[config.mk]
export PLATFORM = sky130hd
export DESIGN_NAME = rrse_exec
export DESIGN_NICKNAME = d
export VERILOG_FILES = /design/src/verilog/rrse_pkg.sv /design/src/verilog/rrse_sub_borrow.sv /design/src/verilog/rrse_exec.sv
export VERILOG_INCLUDE_DIRS = /design/src /design/src/verilog
export SDC_FILE = /design/constraint.sdc
export NUM_CORES = 1
export LEC_CHECK = 0
export BUFFER_PORTS_ARGS = -buffer_cell sky130_fd_sc_hd__buf_2
export CAP_MARGIN = 30
export CORE_MARGIN = 1.5
export CORE_UTILIZATION = 30
export DETAILED_ROUTE_END_ITERATION = 10
export PLACE_DENSITY = 0.57
export SETUP_SLACK_MARGIN = 0.4
export SYNTH_ARGS = -nofsm -noshare
export SYNTH_HDL_FRONTEND = slang
export SYNTH_SLANG_ARGS = --single-unit
[constraint.sdc]
create_clock -name clk -period 3.7 [get_ports clk]
set_input_delay 0.555 -clock clk [delete_from_list [all_inputs] [get_ports clk]]
set_output_delay 0.555 -clock clk [all_outputs]
set_load 0.02 [all_outputs]
[src/verilog/rrse_params.svh]
// Constants for the return, rotate, subtract-with-borrow execution block
`ifndef RRSE_PARAMS_SVH
`define RRSE_PARAMS_SVH
`define RRSE_DATA_W 8
`define RRSE_RADDR_W 7
`define RRSE_SADDR_W 5
`define RRSE_SPAGE_MAX 5'h15
`define RRSE_PC_W 11
`define RRSE_STK_DEPTH 8
`define RRSE_LVL_W 4
`define RRSE_MSB 7
`define RRSE_NIB 4
`define RRSE_DEST_ACC 1'b0
`define RRSE_DEST_REG 1'b1
`define RRSE_RET_CYCLES 2'h2
`define RRSE_ACC_RST 8'h00
`define RRSE_PC_RST 11'h000
`endif

[src/verilog/rrse_pkg.sv]
// Types shared by the execution block
package rrse_pkg;
    typedef enum logic [5:0] {
        RRSE_OP_NONE = 6'h01,
        RRSE_OP_RET = 6'h02,
        RRSE_OP_RRC = 6'h04,
        RRSE_OP_SBR = 6'h08,
        RRSE_OP_SBI = 6'h10,
        RRSE_OP_SST = 6'h20
    } rrse_op_type;
    typedef enum logic [1:0] {
        RRSE_ST_RUN = 2'h1,
        RRSE_ST_RET2 = 2'h2
    } rrse_state_type;
endpackage

[src/verilog/rrse_sub_borrow.sv]
// Adder computing a + ~acc + carry with flag outputs
`timescale 1ns/1ps
`include "rrse_params.svh"
module rrse_sub_borrow
    import rrse_pkg::*;
(
    input wire logic [`RRSE_DATA_W-1:0] a,
    input wire logic [`RRSE_DATA_W-1:0] acc,
    input wire logic cin,
    output logic [`RRSE_DATA_W-1:0] result,
    output logic zero,
    output logic half_carry,
    output logic carry
);
    logic [`RRSE_NIB:0] low_sum;
    logic [`RRSE_DATA_W:0] full_sum;
    // Low nibble gives the half carry, full byte the carry
    always_comb begin
        low_sum = {1'b0, a[`RRSE_NIB-1:0]} + {1'b0, ~acc[`RRSE_NIB-1:0]}
            + {{`RRSE_NIB{1'b0}}, cin};
        full_sum = {1'b0, a} + {1'b0, ~acc}
            + {{`RRSE_DATA_W{1'b0}}, cin};
        result = full_sum[`RRSE_DATA_W-1:0];
        zero = (full_sum[`RRSE_DATA_W-1:0] == `RRSE_ACC_RST);
        half_carry = low_sum[`RRSE_NIB];
        carry = full_sum[`RRSE_DATA_W]; // RL7
    end
endmodule

[src/verilog/rrse_exec.sv]
// Execution unit for return, rotate, subtract-with-borrow, S-page store
// Functional notes
// [RL1] Return loads PC from stack top, drops level by one, takes 2 cycles.
// [RL2] Rotate right moves old carry into bit 7 and source bit 0 to carry.
// [RL3] Destination bit 0 writes the accumulator, 1 writes register 0..127.
// [RL4] Register subtract computes R + ~acc + C and updates Z, DC, C.
// [RL5] Immediate subtract computes i + ~acc + C into the accumulator only.
// [RL6] S-page store copies the accumulator to S-page index 0..21, no flags.
// [RL7] Rotate, subtracts and store take one cycle; carry set means no borrow.
`timescale 1ns/1ps
`include "rrse_params.svh"
module rrse_exec
    import rrse_pkg::*;
(
    input wire logic clk,
    input wire logic reset_n,
    input wire logic op_valid,
    input wire rrse_op_type op,
    input wire logic [`RRSE_RADDR_W-1:0] reg_addr,
    input wire logic dest_sel,
    input wire logic [`RRSE_DATA_W-1:0] imm,
    input wire logic [`RRSE_SADDR_W-1:0] spage_addr,
    input wire logic [`RRSE_DATA_W-1:0] reg_rdata,
    input wire logic push_valid,
    input wire logic [`RRSE_PC_W-1:0] push_pc,
    output logic busy_ff,
    output logic [`RRSE_DATA_W-1:0] working_accumulator_ff,
    output logic carry_ff,
    output logic half_carry_flag_ff,
    output logic zero_ff,
    output logic reg_we_ff,
    output logic [`RRSE_RADDR_W-1:0] reg_waddr_ff,
    output logic [`RRSE_DATA_W-1:0] reg_wdata_ff,
    output logic spage_we_ff,
    output logic [`RRSE_SADDR_W-1:0] spage_waddr_ff,
    output logic [`RRSE_DATA_W-1:0] spage_wdata_ff,
    output logic pc_load_ff,
    output logic [`RRSE_PC_W-1:0] pc_ff,
    output logic [`RRSE_LVL_W-1:0] stack_level_ff,
    output logic stack_err_ff
);
    // State, stack storage and decode helpers
    rrse_state_type state_ff;
    logic [`RRSE_PC_W-1:0] stack_ff [`RRSE_STK_DEPTH];
    logic [`RRSE_DATA_W-1:0] sub_a;
    logic [`RRSE_DATA_W-1:0] sub_res;
    logic sub_z;
    logic sub_dc;
    logic sub_c;
    logic take;
    logic is_sub;
    logic [`RRSE_DATA_W-1:0] nxt_result;
    logic nxt_to_reg;
    logic stack_empty;
    logic stack_full;
    logic [`RRSE_LVL_W-1:0] top_idx;
    logic ret_take;
    logic push_ok;

    // Issue gate and stack bounds
    assign take = op_valid && (state_ff == RRSE_ST_RUN);
    assign is_sub = (op == RRSE_OP_SBR) || (op == RRSE_OP_SBI);
    assign stack_empty = (stack_level_ff == {`RRSE_LVL_W{1'b0}});
    assign stack_full = (stack_level_ff == `RRSE_LVL_W'(`RRSE_STK_DEPTH));
    assign top_idx = stack_level_ff - `RRSE_LVL_W'(1);
    // A return in the same cycle wins over a push
    assign ret_take = take && (op == RRSE_OP_RET);
    assign push_ok = push_valid && !stack_full && !ret_take;
    // Subtract source: register or immediate
    assign sub_a = (op == RRSE_OP_SBI) ? imm : reg_rdata; // RL4 RL5

    rrse_sub_borrow u_sub (
        .a(sub_a),
        .acc(working_accumulator_ff),
        .cin(carry_ff),
        .result(sub_res),
        .zero(sub_z),
        .half_carry(sub_dc),
        .carry(sub_c)
    );

    // Result and destination selection
    always_comb begin
        nxt_result = sub_res;
        nxt_to_reg = 1'b0;
        case (op)
            RRSE_OP_RRC: begin
                nxt_result = {carry_ff, reg_rdata[`RRSE_MSB:1]}; // RL2
                nxt_to_reg = (dest_sel == `RRSE_DEST_REG); // RL3
            end
            RRSE_OP_SBR: begin
                nxt_result = sub_res; // RL4
                nxt_to_reg = (dest_sel == `RRSE_DEST_REG); // RL3
            end
            RRSE_OP_SBI: begin
                nxt_result = sub_res;
                nxt_to_reg = 1'b0; // RL5
            end
            default: begin
                nxt_result = sub_res;
                nxt_to_reg = 1'b0;
            end
        endcase
    end

    // Return sequencer: second cycle of return holds off new ops
    always_ff @(posedge clk or negedge reset_n) begin
        if (!reset_n) begin
            state_ff <= RRSE_ST_RUN;
            busy_ff <= 1'b0;
        end else begin
            case (state_ff)
                RRSE_ST_RUN: begin
                    if (take && op == RRSE_OP_RET) begin
                        state_ff <= RRSE_ST_RET2; // RL1
                        busy_ff <= 1'b1;
                    end
                end
                RRSE_ST_RET2: begin
                    state_ff <= RRSE_ST_RUN; // RL1
                    busy_ff <= 1'b0;
                end
                default: begin
                    state_ff <= RRSE_ST_RUN;
                    busy_ff <= 1'b0;
                end
            endcase
        end
    end

    // Accumulator and flags, single-cycle update
    always_ff @(posedge clk or negedge reset_n) begin
        if (!reset_n) begin
            working_accumulator_ff <= `RRSE_ACC_RST;
            carry_ff <= 1'b0;
            half_carry_flag_ff <= 1'b0;
            zero_ff <= 1'b0;
        end else if (take) begin
            if ((op == RRSE_OP_RRC || is_sub) && !nxt_to_reg) begin
                working_accumulator_ff <= nxt_result; // RL3 RL7
            end
            if (op == RRSE_OP_RRC) begin
                carry_ff <= reg_rdata[0]; // RL2
            end
            if (is_sub) begin
                carry_ff <= sub_c; // RL4 RL5 RL7
                half_carry_flag_ff <= sub_dc;
                zero_ff <= sub_z;
            end
        end
    end

    // Register file write port
    always_ff @(posedge clk or negedge reset_n) begin
        if (!reset_n) begin
            reg_we_ff <= 1'b0;
            reg_waddr_ff <= {`RRSE_RADDR_W{1'b0}};
            reg_wdata_ff <= `RRSE_ACC_RST;
        end else begin
            reg_we_ff <= take && (op == RRSE_OP_RRC || op == RRSE_OP_SBR)
                && nxt_to_reg; // RL3
            reg_waddr_ff <= reg_addr;
            reg_wdata_ff <= nxt_result;
        end
    end

    // S-page write port; out-of-range index is dropped
    always_ff @(posedge clk or negedge reset_n) begin
        if (!reset_n) begin
            spage_we_ff <= 1'b0;
            spage_waddr_ff <= {`RRSE_SADDR_W{1'b0}};
            spage_wdata_ff <= `RRSE_ACC_RST;
        end else begin
            spage_we_ff <= take && (op == RRSE_OP_SST)
                && (spage_addr <= `RRSE_SPAGE_MAX); // RL6
            spage_waddr_ff <= spage_addr;
            spage_wdata_ff <= working_accumulator_ff; // RL6
        end
    end

    // Stack storage, one entry per level
    genvar gi;
    generate
        for (gi = 0; gi < `RRSE_STK_DEPTH; gi = gi + 1) begin : g_stk
            always_ff @(posedge clk or negedge reset_n) begin
                if (!reset_n) begin
                    stack_ff[gi] <= `RRSE_PC_RST;
                end else if (push_ok
                    && stack_level_ff == `RRSE_LVL_W'(gi)) begin
                    stack_ff[gi] <= push_pc;
                end
            end
        end
    endgenerate

    // Stack level, PC load and underflow/overflow flag
    always_ff @(posedge clk or negedge reset_n) begin
        if (!reset_n) begin
            stack_level_ff <= {`RRSE_LVL_W{1'b0}};
            pc_load_ff <= 1'b0;
            pc_ff <= `RRSE_PC_RST;
            stack_err_ff <= 1'b0;
        end else begin
            pc_load_ff <= 1'b0;
            if (take && op == RRSE_OP_RET) begin
                if (stack_empty) begin
                    stack_err_ff <= 1'b1;
                end else begin
                    pc_ff <= stack_ff[top_idx[2:0]]; // RL1
                    pc_load_ff <= 1'b1;
                    stack_level_ff <= top_idx; // RL1
                end
            end else if (push_valid) begin
                if (stack_full) begin
                    stack_err_ff <= 1'b1;
                end else begin
                    stack_level_ff <= stack_level_ff + `RRSE_LVL_W'(1);
                end
            end
        end
    end
endmodule

* After elaboration in Yosys (flattened, before gate mapping) *
Index checks and enable logic that the tools add are counted.

cells by class
  mux-type cells = 22
  bitwise gates (word level) = 4
  equal/unequal tests = 18
  add/subtract/negate cells = 6
  order comparisons = 2
  reductions and logical operators = 35

operators with widths
  cell                                                              count
  11-bit binary-select mux with 3-bit select                        1
  11-bit 2-to-1 mux                                                 2
  1-bit logical AND                                                 17
  4-bit by 3-bit == test with 1-bit output (second input constant)  4
  4-bit 2-to-1 mux                                                  4
  8-bit 2-to-1 mux                                                  2
  1-bit 2-to-1 mux                                                  11
  8-bit by 8-bit adder with 9-bit output                            1
  9-bit by 1-bit adder with 9-bit output                            1
  4-bit by 2-bit == test with 1-bit output (second input constant)  2
  8-bit logical NOT                                                 1
  8-bit NOT                                                         1
  2-bit AND reduction                                               4
  6-bit by 2-bit == test with 1-bit output (second input constant)  1
  6-bit by 3-bit == test with 1-bit output (second input constant)  1
  6-bit by 4-bit == test with 1-bit output (second input constant)  1
  6-bit by 5-bit == test with 1-bit output (second input constant)  1
  6-bit == test (second input constant)                             1
  2-bit != test (second input constant)                             3
  3-bit AND reduction                                               2
  2-bit nonzero test                                                3
  4-bit by 4-bit adder with 5-bit output                            1
  5-bit by 1-bit adder with 5-bit output                            1
  5-bit <= comparator (second input constant)                       1
  other kinds (15)                                                  20

storage, ports and cells
  input bits = 50
  logic and storage cells = 111
  output and inout bits = 59
  register bits after elaboration = 149

* Depth between registers and ports, before layout *
  word-level depth = 6
  depth in mapped cells = 11
  gate-level depth less buffers = 10

* Cells and area by module *
From an unflattened synthesis, not the netlist that was laid out.

unflattened totals
  cells, all modules = 464
  area, all modules = 6795.3 sq um

by module, submodules not included
  module           cells each  area an instance (sq um)  times used  seq. area each (sq um)
  rrse_exec        418         6428.7                    1           3704.8
  rrse_sub_borrow  46          366.6                     1           0.0

* Least setup slack after synthesis *
OpenSTA, ideal clock, no wires.

  kind = input-to-reg
  start = in op[1]
  end = reg working_accumulator_ff[6]
  arrival = 3457 ps
  cell stages on the path = 10
  setup slack = 119 ps
  data required time = 3575 ps
  setup time = 125 ps
  buffers on the path = 0
  cell sequence = nor3_1 -> nand3_1 -> mux2_2 -> fa_1 -> fa_1 -> a21o_1 -> a221oi_1 -> xnor2_1 -> mux2_2 -> mux2_2

on the way
  elaborated cells on any way between the ends = 14
  those cells by class = 2 x add/sub; 3 x eq/ne; 3 x mux; 6 x reduce/logical

RTL lines
  item                                      line                   text
  start, declared                           rrse_exec.sv:18        input wire rrse_op_type op,
  6-bit by 5-bit == test with 1-bit output  rrse_exec.sv:70        assign sub_a = (op == RRSE_OP_SBI) ? imm : reg_rdata;
  8-bit 2-to-1 mux                          rrse_exec.sv:70
  8-bit by 8-bit adder with 9-bit output    rrse_sub_borrow.sv:21  full_sum = {1'b0, a} + {1'b0, ~acc}
  9-bit by 1-bit adder with 9-bit output    rrse_sub_borrow.sv:21
  8-bit 2-to-1 mux *                        rrse_exec.sv:86        case (op)
  named net nxt_result[6]                   rrse_exec.sv:52        logic [`RRSE_DATA_W-1:0] nxt_result;
  end signal, assigned                      rrse_exec.sv:134       working_accumulator_ff <= `RRSE_ACC_RST;
  end signal, assigned                      rrse_exec.sv:140       working_accumulator_ff <= nxt_result;
  end, declared                             rrse_exec.sv:27        output logic [`RRSE_DATA_W-1:0] working_accumulator_ff,

The timed path passes the listed nets; every way through them passes the cells marked *.
A chain may end at the register's enable or synchronous reset.

* Worst setup path in the final report *
Ends and elaborated chain as after synthesis.

==> reports/metrics.csv <==
stage,metric,value,unit
critical_path,Setup CP Type,in2reg,
timing,Setup Skew,6.86,ps
synthesis,share of the synthesized area in the top cell type,54.7,%
critical_path,Critical Path Start Type,input pin,
clocking,CTS tree,done,
synthesis,Netlist cell types,53,
synthesis,register area share after synthesis,55.1,%
clocking,Worst-path clk slew,60,ps
die,DIE AREA,23300,µm²
cells_and_area,Area growth syn-to-layout,21.1,%
timing,"Slew Viols, Final",0,
detailed_routing,DR vias/cell,4.84,
synthesis,simple-gate area share of the yosys netlist,5.67,%
synthesis,cell count after synthesis,469,
die,FP Rows,54,
synthesis,Yosys top cell by area,dfrtp_1,
cells_and_area,design area,8150,µm²
detailed_routing,vias,4233,
synthesis,largest family of logic cells by synthesized area,multiplexers,
synthesis,main area contributors after synthesis,"dfrtp_1, mux2_2, mux4_2",
cells_and_area,Non-Filler Instances,875,
detailed_routing,TritonRoute pass-1 iters,4,
pwr,VDD IR max,0.394,mV
timing,setup TNS,0,ps
place,DP HPWL,10000,µm
hold_path,worst hold path type,in2async,
critical_path,critical path endpoint category,flip-flop,
place,Inst Count DP,843,
synthesis,Post-synth EDFFs,0,
die,height of the die,153,µm
global_route,global-route wire length before repair,24500,µm
synthesis,Synth Cell Area,6730,µm²
timing,Slew @ Worst Pin,974,ps
timing,Final Cycle Share,81.9,%
timing,Slew headroom,34.9,%
die,Chip Width,153,µm
synthesis,async set-reset flop share out of synthesis,100,%
clocking,post-CTS sizing,0,
critical_path,FF-to-FF path depth,8,
synthesis,adder-cell share of the synthesized area,2.83,%
critical_path,Worst Path Max Fanout,5,
synthesis,post-synthesis compound-gate area fraction,4.56,%
pwr,Total Power,7150,µW
global_route,grt total ovfl,0,
die,Core ar.,21900,µm²
clocking,maximum buffer depth of the clock tree,2,
global_route,antenna violations before repair,2,
timing,Max Clk Rate,330,MHz
detailed_routing,routed len/inst,17.1,µm
timing,RSZ-0062 raised after global routing,false,
synthesis,Ys Warns,0,
synthesis,syn avg cell area,14.3,µm²
detailed_routing,final wirelength,15000,µm
clocking,clk root buf,clkbuf_16,
global_route,total track usage,13.4,%
global_route,largest net degree at the start of global routing,89,
clocking,clk sinks,148,
clocking,# hold bufs at CTS,0,
critical_path,Critical Path AT,3340,ps
die,Initial Utilization,30.7,%
clocking,CTS buffer count,17,
synthesis,syn_nets,533,
place,gpl congestion,0.859,
synthesis,mux contribution to synthesized area,27.4,%
cells_and_area,share of layout cells above drive strength 1,48.6,%
timing,"Setup violations, final",0,
timing,post-route minimum period,3030,ps
detailed_routing,DRT iter0 DRCs,127,
clocking,post-CTS setup buffer count,0,
synthesis,Post-Synth XOR/XNOR Area,1.43,%
cells_and_area,diodes inserted,0,
place,Placed Area,7580,µm²
status,status,finished clean,
synthesis,Seq cells post-synth,148,
detailed_routing,post-route ant nets,0,
flow_run,max cap viols,0,
pwr,Leakage Power,0.00379,µW
pwr,Power Density,877,nW/µm²
global_route,vias in the first global route,4589,
synthesis,Post-synth top flop,dfrtp_1,
cells_and_area,nets,646,
detailed_routing,Residual DRC,0,
place,Port-buffer cells,108,
clocking,Clock Latency Late Sink,430,ps
die,Boundary Pins,109,
critical_path,Worst EP required,4010,ps
clocking,H-tree lvl count,4,
timing,Fin. Hold Viols,0,
==> power breakdown <==
part / internal (µW) / total (µW) / leakage, µW / switching [µW]
combinational: 1440 / 2830 / 0.00169 / 1400
sequential: 2290 / 2630 / 0.00183 / 345
clock: 945 / 1680 / 0.000272 / 736
==> final cells by class <==
cell class,count,area (µm²)
fillers,2111,13700
well taps,280,350
clock buffers,18,429
clock inverters,14,141
inverters,15,58.8
multi-input cells,284,2840
flip-flops and latches,148,3700
repair buffers,116,619
==> cell usage after synthesis, types with 3 or more instances <==
cell type  count
xor2_1         4
o31ai_1        3
xnor2_1        7
a21oi_1       11
nand3_1       11
inv_1         14
mux4_2        22
buf_6          3
mux2_4        10
o21bai_1       3
nor2_1        13
buf_2          4
nand4_1        4
nand2_1       20
a21o_1         6
buf_1          3
clkbuf_1       6
mux2_2        95
mux2i_1       13
dfrtp_1      147
buf_4          5
ha_1          12
o21ai_0       16
==> cell families after synthesis <==
logic type	count (synthesis)
flip-flops	148
multiplexers	140
AND/OR/NAND/NOR	70
AO/OA/AOI/OAI	49
buffers and inverters	37
adder cells (fa/ha/maj)	14
XOR/XNOR	11
==> through the flow <==
| stage | hold WS, ps | util (%) | setup WS, ps |
|---|---|---|---|
| 6_report | 116 | 37.2 | 671 |
| 5_1_grt | 154 | 37.2 | 518 |
| 4_1_cts | 119 | 37.2 | 696 |
| 3_5_place_dp | 401 | 34.6 | 239 |
| 3_3_place_gp | 407 | 34.6 | 279 |
| 2_1_floorplan | 259 | - | 441 |
==> cell usage in the layout, fill, tap and decap left out, types with 3 or more instances in the layout <==
cell	netlist	layout
dfrtp_1	147	147
buf_2	4	107
mux2_2	95	95
mux4_2	22	22
nand2_1	20	20
clkbuf_16	0	17
o21ai_0	16	16
inv_1	14	14
nor2_1	13	13
mux2i_1	13	13
ha_1	12	12
a21oi_1	11	11
nand3_1	11	10
mux2_4	10	10
xnor2_1	7	7
buf_4	5	7
a21o_1	6	6
inv_6	0	5
nand4_1	4	4
xor2_1	4	4
o31ai_1	3	3
o21bai_1	3	3
clkinvlp_4	0	3
==> flip-flops by register name (all words and copies together), names as in the netlist, 4 cells and up <==
name and count:
spage_waddr_ff 5, working_accumulator_ff 8, reg_waddr_ff 7, pc_ff 11, reg_wdata_ff 8, stack_level_ff 4, stack_ff 88, spage_wdata_ff 8
==> per-layer routing <==
layer	track usage [%]	vias to the layer above	routed length [µm]
met1	17.2	2165	6760
li1	-	1931	-
met4	4.95	2	228
met5	0	-	9
met3	3.98	21	779
met2	21.5	114	7220
==> critical path: stages <==
cell and delay [ps]:
buf_2 130, nor3_4 250, nand3_2 110, mux2_2 290, fa_1 400, fa_1 410
a21o_1 220, a221oi_2 300, xnor2_1 120, mux2_2 280, mux2_2 260
==> path summary, 6_finish.rpt <==
| path | startpoint | endpoint | slack, ps |
|---|---|---|---|
| setup / recovery | op[1] | working_accumulator_ff[6] | 670 |
| hold / removal | reset_n | working_accumulator_ff[5] | 120 |
| setup reg to reg | working_accumulator_ff[0] | working_accumulator_ff[6] | 1070 |
| hold reg to reg | working_accumulator_ff[7] | spage_wdata_ff[7] | 410 |
| max in group asynchronous | reset_n | stack_ff[7] | 2710 |
| min in group clk | reg_addr[1] | reg_waddr_ff[1] | 230 |
Power figures use the tool's default switching activity.
